[config.mk]
export PLATFORM = sky130hd
export DESIGN_NAME = tccb_top
export DESIGN_NICKNAME = d
export VERILOG_FILES = /design/src/common/tccb_pkg.sv /design/src/common/tccb_evt_if.sv /design/src/rtl/tccb_compare.sv /design/src/rtl/tccb_edge_detect.sv /design/src/rtl/tccb_top.sv
export SDC_FILE = /design/constraint.sdc
export NUM_CORES = 1
export LEC_CHECK = 0
export ABC_AREA = 1
export BUFFER_PORTS_ARGS = -buffer_cell sky130_fd_sc_hd__buf_2
export CELL_PAD_IN_SITES_DETAIL_PLACEMENT = 1
export CELL_PAD_IN_SITES_GLOBAL_PLACEMENT = 2
export CORE_UTILIZATION = 33
export DETAILED_ROUTE_END_ITERATION = 12
export PLACE_DENSITY_LB_ADDON = 0.1
export SLEW_MARGIN = 15
export SYNTH_ARGS = -nofsm -noshare
export SYNTH_HDL_FRONTEND = slang
export SYNTH_HIERARCHICAL = 1
export SYNTH_SLANG_ARGS = --single-unit
[constraint.sdc]
create_clock -name clock -period 2.7 [get_ports clock]
set_input_delay 0.27 -clock clock [delete_from_list [all_inputs] [get_ports clock]]
set_output_delay 0.27 -clock clock [all_outputs]
set_load 0.1 [all_outputs]
[src/common/tccb_pkg.sv]
// Shared constants of the compare and capture register block
package tccb_pkg;
    localparam int NUM_CH = 5;
    localparam int REG_W = 16;
    localparam int NUM_BUF = 4;
    localparam int BUF_FIRST_CH = 3;
    localparam int IOC_W = 8;
    localparam int ADDR_W = 4;
    localparam logic [15:0] GR_RESET = 16'hffff;
    localparam logic [15:0] BUF_RESET = 16'hffff;
    localparam logic [15:0] RDATA_RESET = 16'h0000;
    localparam logic FLAG_RESET = 1'b0;
    localparam logic PIN_RESET = 1'b0;
    // General register index is ch*2 + (B ? 1 : 0)
    localparam logic [3:0] OFS_GR_BASE = 4'h0;
    // Buffer index is (ch-3)*2 + (B ? 1 : 0)
    localparam logic [3:0] OFS_BUF_BASE = 4'ha;
    localparam int IOC_A_LSB = 0;
    localparam int IOC_B_LSB = 4;
    localparam int IOC_CAP_BIT = 2;
    localparam logic [1:0] ACT_NONE = 2'h0;
    localparam logic [1:0] ACT_LOW = 2'h1;
    localparam logic [1:0] ACT_HIGH = 2'h2;
    localparam logic [1:0] ACT_TOGGLE = 2'h3;
    localparam int EDGE_BOTH_BIT = 1;
    localparam int EDGE_FALL_BIT = 0;
    localparam logic [1:0] CLR_A = 2'h1;
    localparam logic [1:0] CLR_B = 2'h2;
endpackage

[src/common/tccb_evt_if.sv]
// Event signals between the register core, comparators and edge detectors
`timescale 1ns/1ps
interface tccb_evt_if #(parameter int N = 10);
    logic [N*16-1:0] gr_value;
    logic [N*16-1:0] cnt_value;
    logic [N-1:0] cmp_mode;
    logic [N-1:0] cap_mode;
    logic [2*N-1:0] edge_sel;
    logic [N-1:0] cap_pin;
    logic [N-1:0] match_pulse;
    logic [N-1:0] capture_pulse;
    modport core (output gr_value, cnt_value, cmp_mode, cap_mode, edge_sel, cap_pin,
        input match_pulse, capture_pulse);
    modport cmp (input gr_value, cnt_value, cmp_mode, output match_pulse);
    modport capt (input cap_mode, edge_sel, cap_pin, output capture_pulse);
endinterface

[src/rtl/tccb_compare.sv]
// Compare match detectors, one per general register
`timescale 1ns/1ps
module tccb_compare #(
    parameter int N = 10
) (
    input wire logic clock,
    input wire logic init,
    tccb_evt_if.cmp ev
);
    logic [N-1:0] eq;
    logic [N-1:0] eq_prev_r;

    for (genvar i = 0; i < N; i++)
    begin : g_eq
        assign eq[i] = ev.gr_value[16*i +: 16] == ev.cnt_value[16*i +: 16];
        // One pulse per match, since a prescaled counter may hold its value
        assign ev.match_pulse[i] = ev.cmp_mode[i] & eq[i] & ~eq_prev_r[i];
    end

    always_ff @(posedge clock)
    begin
        if (init)
            eq_prev_r <= '0;
        else
            eq_prev_r <= eq;
    end
endmodule

[src/rtl/tccb_edge_detect.sv]
// Capture edge detectors, one per general register
`timescale 1ns/1ps
module tccb_edge_detect #(
    parameter int N = 10
) (
    input wire logic clock,
    input wire logic init,
    tccb_evt_if.capt ev
);
    logic [N-1:0] prev_r;
    logic [N-1:0] rise;
    logic [N-1:0] fall;
    logic [N-1:0] hit;
    // Holds off the first cycle so a pin already high is not taken as an edge
    logic armed_r;

    for (genvar i = 0; i < N; i++)
    begin : g_edge
        assign rise[i] = ev.cap_pin[i] & ~prev_r[i];
        assign fall[i] = ~ev.cap_pin[i] & prev_r[i];
        assign hit[i] = ev.edge_sel[2*i + tccb_pkg::EDGE_BOTH_BIT] ? (rise[i] | fall[i]) :
            (ev.edge_sel[2*i + tccb_pkg::EDGE_FALL_BIT] ? fall[i] : rise[i]);
        assign ev.capture_pulse[i] = armed_r & ev.cap_mode[i] & hit[i];
    end

    always_ff @(posedge clock)
    begin
        if (init)
            prev_r <= '0;
        else
            prev_r <= ev.cap_pin;
    end

    always_ff @(posedge clock)
    begin
        if (init)
            armed_r <= 1'b0;
        else
            armed_r <= 1'b1;
    end
endmodule

[src/rtl/tccb_top.sv]
// Compare/capture general registers and buffer registers of a five-channel timer
`timescale 1ns/1ps
module tccb_top (
    input wire logic clock,
    input wire logic rst,
    input wire logic standby,
    input wire logic [tccb_pkg::ADDR_W-1:0] bus_addr,
    input wire logic bus_wr,
    input wire logic bus_rd,
    input wire logic [1:0] bus_be,
    input wire logic [15:0] bus_wdata,
    output logic [15:0] bus_rdata,
    input wire logic [tccb_pkg::NUM_CH*16-1:0] channel_counter,
    input wire logic [tccb_pkg::NUM_CH*tccb_pkg::IOC_W-1:0] io_control_register,
    input wire logic [tccb_pkg::NUM_CH-1:0] pwm_mode,
    input wire logic [tccb_pkg::NUM_BUF-1:0] buffer_enable,
    input wire logic [2*tccb_pkg::NUM_CH-1:0] counter_clear_select,
    input wire logic [2*tccb_pkg::NUM_CH-1:0] capture_in,
    input wire logic [2*tccb_pkg::NUM_CH-1:0] flag_clear,
    output logic [2*tccb_pkg::NUM_CH-1:0] match_capture_flag,
    output logic [2*tccb_pkg::NUM_CH-1:0] compare_pin_out,
    output logic [2*tccb_pkg::NUM_CH-1:0] compare_pin_oe,
    output logic [tccb_pkg::NUM_CH-1:0] counter_clear
);
    localparam int NCH = tccb_pkg::NUM_CH;
    localparam int NGR = 2 * tccb_pkg::NUM_CH;
    localparam int NBUF = tccb_pkg::NUM_BUF;
    localparam int AW = tccb_pkg::ADDR_W;
    localparam int BUF_GR0 = 2 * tccb_pkg::BUF_FIRST_CH;

    logic init;
    logic [15:0] gr_r [NGR];
    logic [15:0] br_r [NBUF];
    logic [15:0] buf_src [NGR];
    logic [NGR-1:0] buf_on;
    logic [NGR-1:0] gr_wr_hit;
    logic [NBUF-1:0] br_wr_hit;
    logic [1:0] action [NGR];
    logic [NGR-1:0] event_any;
    logic [NGR-1:0] flag_r;
    logic [NGR-1:0] pin_r;
    logic [15:0] rdata_r;

    tccb_evt_if #(.N(NGR)) ev ();

    // Standby clears everything exactly as reset does
    assign init = rst | standby;

    for (genvar i = 0; i < NGR; i++)
    begin : g_gr
        localparam int CH = i / 2;
        localparam int LSB = (i % 2 == 0) ? tccb_pkg::IOC_A_LSB : tccb_pkg::IOC_B_LSB;
        logic [2:0] sel;
        // PWM modes own the pins, so the register falls back to plain compare
        assign sel = pwm_mode[CH] ? 3'h0 :
            io_control_register[CH*tccb_pkg::IOC_W + LSB +: 3];
        assign ev.cmp_mode[i] = ~sel[tccb_pkg::IOC_CAP_BIT];
        assign ev.cap_mode[i] = sel[tccb_pkg::IOC_CAP_BIT];
        assign ev.edge_sel[2*i +: 2] = sel[1:0];
        assign action[i] = sel[1:0];
        assign ev.gr_value[16*i +: 16] = gr_r[i];
        assign ev.cnt_value[16*i +: 16] = channel_counter[16*CH +: 16];
        assign ev.cap_pin[i] = capture_in[i];
        assign gr_wr_hit[i] = bus_wr && (bus_addr == tccb_pkg::OFS_GR_BASE + AW'(i));
        assign event_any[i] = ev.match_pulse[i] | ev.capture_pulse[i];
        assign compare_pin_oe[i] = ev.cmp_mode[i] && (action[i] != tccb_pkg::ACT_NONE);
        if (i >= BUF_GR0 && i < BUF_GR0 + NBUF)
        begin : g_buf
            assign buf_on[i] = buffer_enable[i - BUF_GR0];
            assign buf_src[i] = br_r[i - BUF_GR0];
        end
        else
        begin : g_nobuf
            assign buf_on[i] = 1'b0;
            assign buf_src[i] = tccb_pkg::BUF_RESET;
        end
    end

    for (genvar b = 0; b < NBUF; b++)
    begin : g_br_hit
        assign br_wr_hit[b] = bus_wr && (bus_addr == tccb_pkg::OFS_BUF_BASE + AW'(b));
    end

    for (genvar c = 0; c < NCH; c++)
    begin : g_clr
        assign counter_clear[c] =
            (counter_clear_select[2*c +: 2] == tccb_pkg::CLR_A && event_any[2*c]) ||
            (counter_clear_select[2*c +: 2] == tccb_pkg::CLR_B && event_any[2*c+1]);
    end

    tccb_compare #(.N(NGR)) u_compare (
        .clock(clock),
        .init(init),
        .ev(ev.cmp)
    );

    tccb_edge_detect #(.N(NGR)) u_edge (
        .clock(clock),
        .init(init),
        .ev(ev.capt)
    );

    // A CPU write in the same cycle as an event wins the written byte lanes
    always_ff @(posedge clock)
    begin
        for (int i = 0; i < NGR; i++)
        begin
            if (init)
                gr_r[i] <= tccb_pkg::GR_RESET;
            else
            begin
                if (ev.capture_pulse[i])
                    gr_r[i] <= channel_counter[16*(i/2) +: 16];
                else if (ev.match_pulse[i] && buf_on[i])
                    gr_r[i] <= buf_src[i];
                if (gr_wr_hit[i] && bus_be[0])
                    gr_r[i][7:0] <= bus_wdata[7:0];
                if (gr_wr_hit[i] && bus_be[1])
                    gr_r[i][15:8] <= bus_wdata[15:8];
            end
        end
    end

    always_ff @(posedge clock)
    begin
        for (int b = 0; b < NBUF; b++)
        begin
            if (init)
                br_r[b] <= tccb_pkg::BUF_RESET;
            else
            begin
                if (ev.capture_pulse[BUF_GR0+b] && buf_on[BUF_GR0+b])
                    br_r[b] <= gr_r[BUF_GR0+b];
                if (br_wr_hit[b] && bus_be[0])
                    br_r[b][7:0] <= bus_wdata[7:0];
                if (br_wr_hit[b] && bus_be[1])
                    br_r[b][15:8] <= bus_wdata[15:8];
            end
        end
    end

    // A new event wins over a clear in the same cycle
    always_ff @(posedge clock)
    begin
        if (init)
            flag_r <= {NGR{tccb_pkg::FLAG_RESET}};
        else
            flag_r <= (flag_r & ~flag_clear) | event_any;
    end

    always_ff @(posedge clock)
    begin
        for (int i = 0; i < NGR; i++)
        begin
            if (init)
                pin_r[i] <= tccb_pkg::PIN_RESET;
            else if (ev.match_pulse[i])
            begin
                case (action[i])
                    tccb_pkg::ACT_LOW: pin_r[i] <= 1'b0;
                    tccb_pkg::ACT_HIGH: pin_r[i] <= 1'b1;
                    tccb_pkg::ACT_TOGGLE: pin_r[i] <= ~pin_r[i];
                    default: pin_r[i] <= pin_r[i];
                endcase
            end
        end
    end

    always_ff @(posedge clock)
    begin
        if (init)
            rdata_r <= tccb_pkg::RDATA_RESET;
        else if (bus_rd)
        begin
            if (bus_addr < tccb_pkg::OFS_GR_BASE + AW'(NGR))
                rdata_r <= gr_r[bus_addr];
            else if (bus_addr >= tccb_pkg::OFS_BUF_BASE &&
                     bus_addr < tccb_pkg::OFS_BUF_BASE + AW'(NBUF))
                rdata_r <= br_r[2'(bus_addr - tccb_pkg::OFS_BUF_BASE)];
            else
                rdata_r <= tccb_pkg::RDATA_RESET;
        end
    end

    assign bus_rdata = rdata_r;
    assign match_capture_flag = flag_r;
    assign compare_pin_out = pin_r;
endmodule

==> impl_summary.log <==
[metrics] status: finished, violations left
[metrics] violated checks: negative setup slack
[metrics] met1 layer wirelength in the final routing: between 30,000 and 40,000 um
[metrics] sw frac: 28.2%
[metrics] number of rows in the core area: 87
[metrics] number of I/O pins: ~240
[metrics] Initial Util: between 30 and 40%
[metrics] CP max stage cell: edfxtp_1
[metrics] minimum clock period: approximately 2700 ps
[metrics] sum of met3 wire segment lengths after detailed routing: between 4000 and 5000 um
[metrics] delay-heaviest family, CP: simple AND/OR/NAND/NOR gates
[metrics] mean instance size in the synthesized netlist: 6.64 sq um
[metrics] net count of the mapped netlist: a little over 3,000
[metrics] Critical Path Most Common Cell: nor2_1
[metrics] GPL Wtd Cong: 0.911
[metrics] post-synthesis xor/xnor area fraction: 0%
[metrics] setup repair after global routing missed its margin: true
[metrics] area post-placement: 21,400 sq um
[metrics] port bufs: roughly 230
[metrics] GR Overflow Total: 0
[metrics] buffer depth of the longest clock path: 3
[metrics] combined global-route utilization of all metal layers: about 27%
[metrics] library cells used by synthesis: 38
[metrics] number of H-tree levels: 2
[metrics] highest metal layer with signal wires: met5
[metrics] number of nets still failing antenna checks after routing: 0
[metrics] met2 wirelength from detailed routing: a little under 40,000 um
[metrics] via count of the first global-routing pass: 20,347
[metrics] area of the die: around 60,000 sq um
[metrics] number of warning messages in the yosys log: 6
[metrics] setup total negative slack: -15.4 ps
[metrics] insertion delay to the later sink of the worst-skew pair: 560 ps
[metrics] simple logic cell fraction of the synthesized area: approximately 30%
[metrics] Int Power: between 8 and 9 mW
[metrics] max frequency: between 0.3 and 0.4 GHz
[metrics] via density per instance: slightly above 5
[metrics] Setup Viol. Count Final: 1
[metrics] Nets: roughly 3,400
[metrics] layout cells sized above 1: 15.1%
[metrics] power density of the placed cells: between 500 and 600 nW/um^2
[metrics] sequential share of power: between 30% and 40%
[metrics] Least-Margin Pin Slew: ~900 ps
[metrics] global-route wire length before repair: 120,000 um
[metrics] ordered list of cells on the worst path: nor2_1 -> nor2_1 -> nor2_1 -> nand2_1 -> nor2_2 -> nand2_2 -> nor2_2 -> buf_4 -> o211ai_1 -> o31ai_2 -> clkbuf_16
[metrics] number of synthesized register bits: 281
[metrics] Worst Setup Path Type: flip-flop to output port
[metrics] maximum single-stage delay on the critical path: around 450 ps
[metrics] mux contribution to synthesized area: 0%
[metrics] overall routed net length: between 80,000 and 90,000 um
[metrics] clock buffer count from CTS: 38
[metrics] pins over their slew limit: 0
[metrics] average wire per cell in the routed design: about 21 um
[metrics] CTS sink count: between 200 and 300
[metrics] Worst IR Drop VDD: 355 uV
[metrics] mapped cell area: roughly 19,000 sq um
[metrics] area share of fa/ha/maj cells after synthesis: 1.31%
[metrics] area of all placed cells without fillers: about 23,000 sq um
[metrics] die outline height: ~240 um
[metrics] final routed DRC violation total: 0
[metrics] number of filler cells placed in the layout: 7,368
[metrics] peak fanout along the critical path: 4
[metrics] post-synthesis compound-gate area fraction: 15.1%
[metrics] Core Box Area: between 50,000 and 60,000 sq um
[metrics] kind of end point of the critical path: output port
[metrics] endpoints failing hold: 0
[metrics] headroom to the max-slew limit: about two fifths
[metrics] DR iter-0 viols: ~1,500
[metrics] Root Driver: clkbuf_16
[metrics] post-CTS clock slew at the launch and capture registers of the worst setup and hold paths: roughly 60 ps
[metrics] antenna violations before repair: 4
[metrics] main combinational cell family by area after synthesis: simple AND/OR/NAND/NOR gates
[metrics] overall die width: between 200 and 250 um
[metrics] part of the Yosys area used for sequential elements: 41.2%
[metrics] dpl cells: around 3,800
[metrics] First-pass DRT Iterations: 6
[metrics] synth-to-layout area growth: 22.8%
[metrics] clock network fraction of total power: between 40% and 50%
[metrics] final cycle utilization of the critical path: 101%
[metrics] count of buffering cells on the critical path with inverters included: 2
[metrics] skew final: 15.7 ps
[metrics] Worst Path Arrival: about 2500 ps
[metrics] type of the tightest min-delay check: input pin to flip-flop
[metrics] TritonCTS clock tree: built
[metrics] Max-Cap Viols: 0
[metrics] setup slack after layout: -15.4 ps
[metrics] sw power: approximately 3.4 mW
[metrics] kind of start point of the critical path: flip-flop
[metrics] part of the power in combinational logic: between 10 and 15%
[metrics] final design utilization: between 40% and 50%
[metrics] Final Non-Filler Cells: ~4,000
[metrics] Leak Pwr: ~11 nW
[metrics] total vias in the final route: around 20,000
[metrics] post-synthesis cell count: about 2,900
[metrics] Required @ worst endpoint: about 2400 ps
[metrics] HPWL reported at the end of detailed placement: roughly 62,000 um
[metrics] largest net degree at the start of global routing: 89
synth_stat cells (all sizes together):
| library cell | number | area share (%) |
|---|---|---|
| a211oi | 2 | 0.079 |
| nor2 | 345 | 7.2 |
| ha | 20 | 1.3 |
| dfxtp | 57 | 6.0 |
| nor3 | 39 | 1.1 |
| o211ai | 25 | 0.98 |
| or2 | 1 | 0.033 |
| inv | 452 | 8.9 |
| clkbuf | 56 | 1.1 |
| o22ai | 25 | 0.85 |
| clkinv | 1 | 0.026 |
| buf | 54 | 1.6 |
| o21ai | 356 | 9.3 |
| a31oi | 11 | 0.36 |
| nand3 | 71 | 1.9 |
| o221ai | 23 | 1.1 |
| nand2 | 1008 | 20 |
| o31ai | 5 | 0.20 |
| o21a | 8 | 0.31 |
| edfxtp | 224 | 35 |
| nand4 | 20 | 0.73 |
| a21oi | 73 | 1.9 |
layout make-up:
class	instances	area, sq um	share of cell area, %
inverters	453	1700	7.25
flip-flops and latches	281	7870	33.5
well taps	756	946	4.03
clock inverters	17	240	1.02
repair buffers	361	2320	9.91
multi-input cells	2032	9250	39.4
diodes	2	5.00	0.0213
clock buffers	53	1120	4.78
repair_timing:
action | CTS | global route
hold buffers | 21 | 0
endpoints found under the hold margin | 21 | 0
pin swaps | 25 | 25
gates cloned | 0 | 0
setup buffers | 24 | 12
resized for setup | 36 | 27
endpoints found under the setup margin | 5 | 77
power by group through the flow:
stage | clock, mW | sequential, mW | combinational, mW
global route | 5.78 | 4.81 | 1.86
global placement | 0 | 4.89 | 1.60
finish | 5.57 | 4.80 | 1.70
CTS | 5.64 | 4.80 | 1.69
detailed placement | 0 | 4.90 | 1.65
floorplan | 0 | 4.95 | 0.842
path summary, 6_finish.rpt:
kind | from | to | slack [ps] | cells after the start
max | gr_r[7][1] | counter_clear[3] | -20 | 11
min | io_control_register[16] | compare_pin_out[4] | 30 | 4
max reg2reg | gr_r[9][1] | gr_r[9][12] | 90 | 11
min reg2reg | match_capture_flag[0] | match_capture_flag[0] | 460 | 2
flip-flops by register name, summed over array words and instances (netlist names):
register	cells
gr_r	160
compare_pin_out	10
bus_rdata	16
br_r	64
u_compare/eq_prev_r	10
u_edge/prev_r	10
match_capture_flag	10
u_edge/armed_r	1
worst register-to-register path, cell delays in order, from the launching register on:
cell and delay, ps:
edfxtp_1 440, nand2_1 90, inv_1 50, nor2_1 90
nor2_1 60, nand2_2 120, nor2_2 50, nand2_2 120
nor2_4 50, buf_4 130, a211oi_1 620, nand2_1 440
metal layers:
layer | up-vias | track usage, %
li1 | 9750 | -
met1 | 9774 | 34.0
met2 | 542 | 47.2
met3 | 132 | 3.41
met4 | 4 | 10.3
met5 | - | 0
stage by stage:
step | total power, mW | hold WS [ps] | setup slack (ps)
after floorplan | 5.80 | 399 | -34.1
after global placement | 6.49 | 447 | 124
after detailed placement | 6.54 | 455 | 11.1
after CTS | 12.1 | 0.466 | -16.8
after global routing | 12.4 | 40.5 | -143
final | 12.1 | 31.2 | -15.4
cells in the final DEF (no fill, tap or decap), types with 11 or more instances in the layout:
| cell type | instances |
|---|---|
| nor2_2 | 22 |
| buf_2 | 220 |
| dlygate4sd3_1 | 21 |
| ha_1 | 20 |
| clkbuf_16 | 42 |
| dfxtp_1 | 57 |
| buf_4 | 110 |
| o21ai_0 | 290 |
| nand3_1 | 69 |
| a31oi_1 | 11 |
| nand4_1 | 19 |
| nand2_2 | 22 |
| inv_1 | 445 |
| o22ai_1 | 24 |
| o21ai_1 | 65 |
| edfxtp_1 | 224 |
| o221ai_1 | 23 |
| o211ai_1 | 25 |
| nor2_1 | 308 |
| a21oi_1 | 72 |
| nor3_1 | 35 |
| nand2_1 | 985 |
| nor2_4 | 13 |
cells by family after synthesis:
group,count (synthesis)
and+or+nand+nor,1484
AOI/OAI and AO/OA,528
adders and majority gates,20
buffers and inverters,563
DFF,281
(Power assumes the default switching activity.)
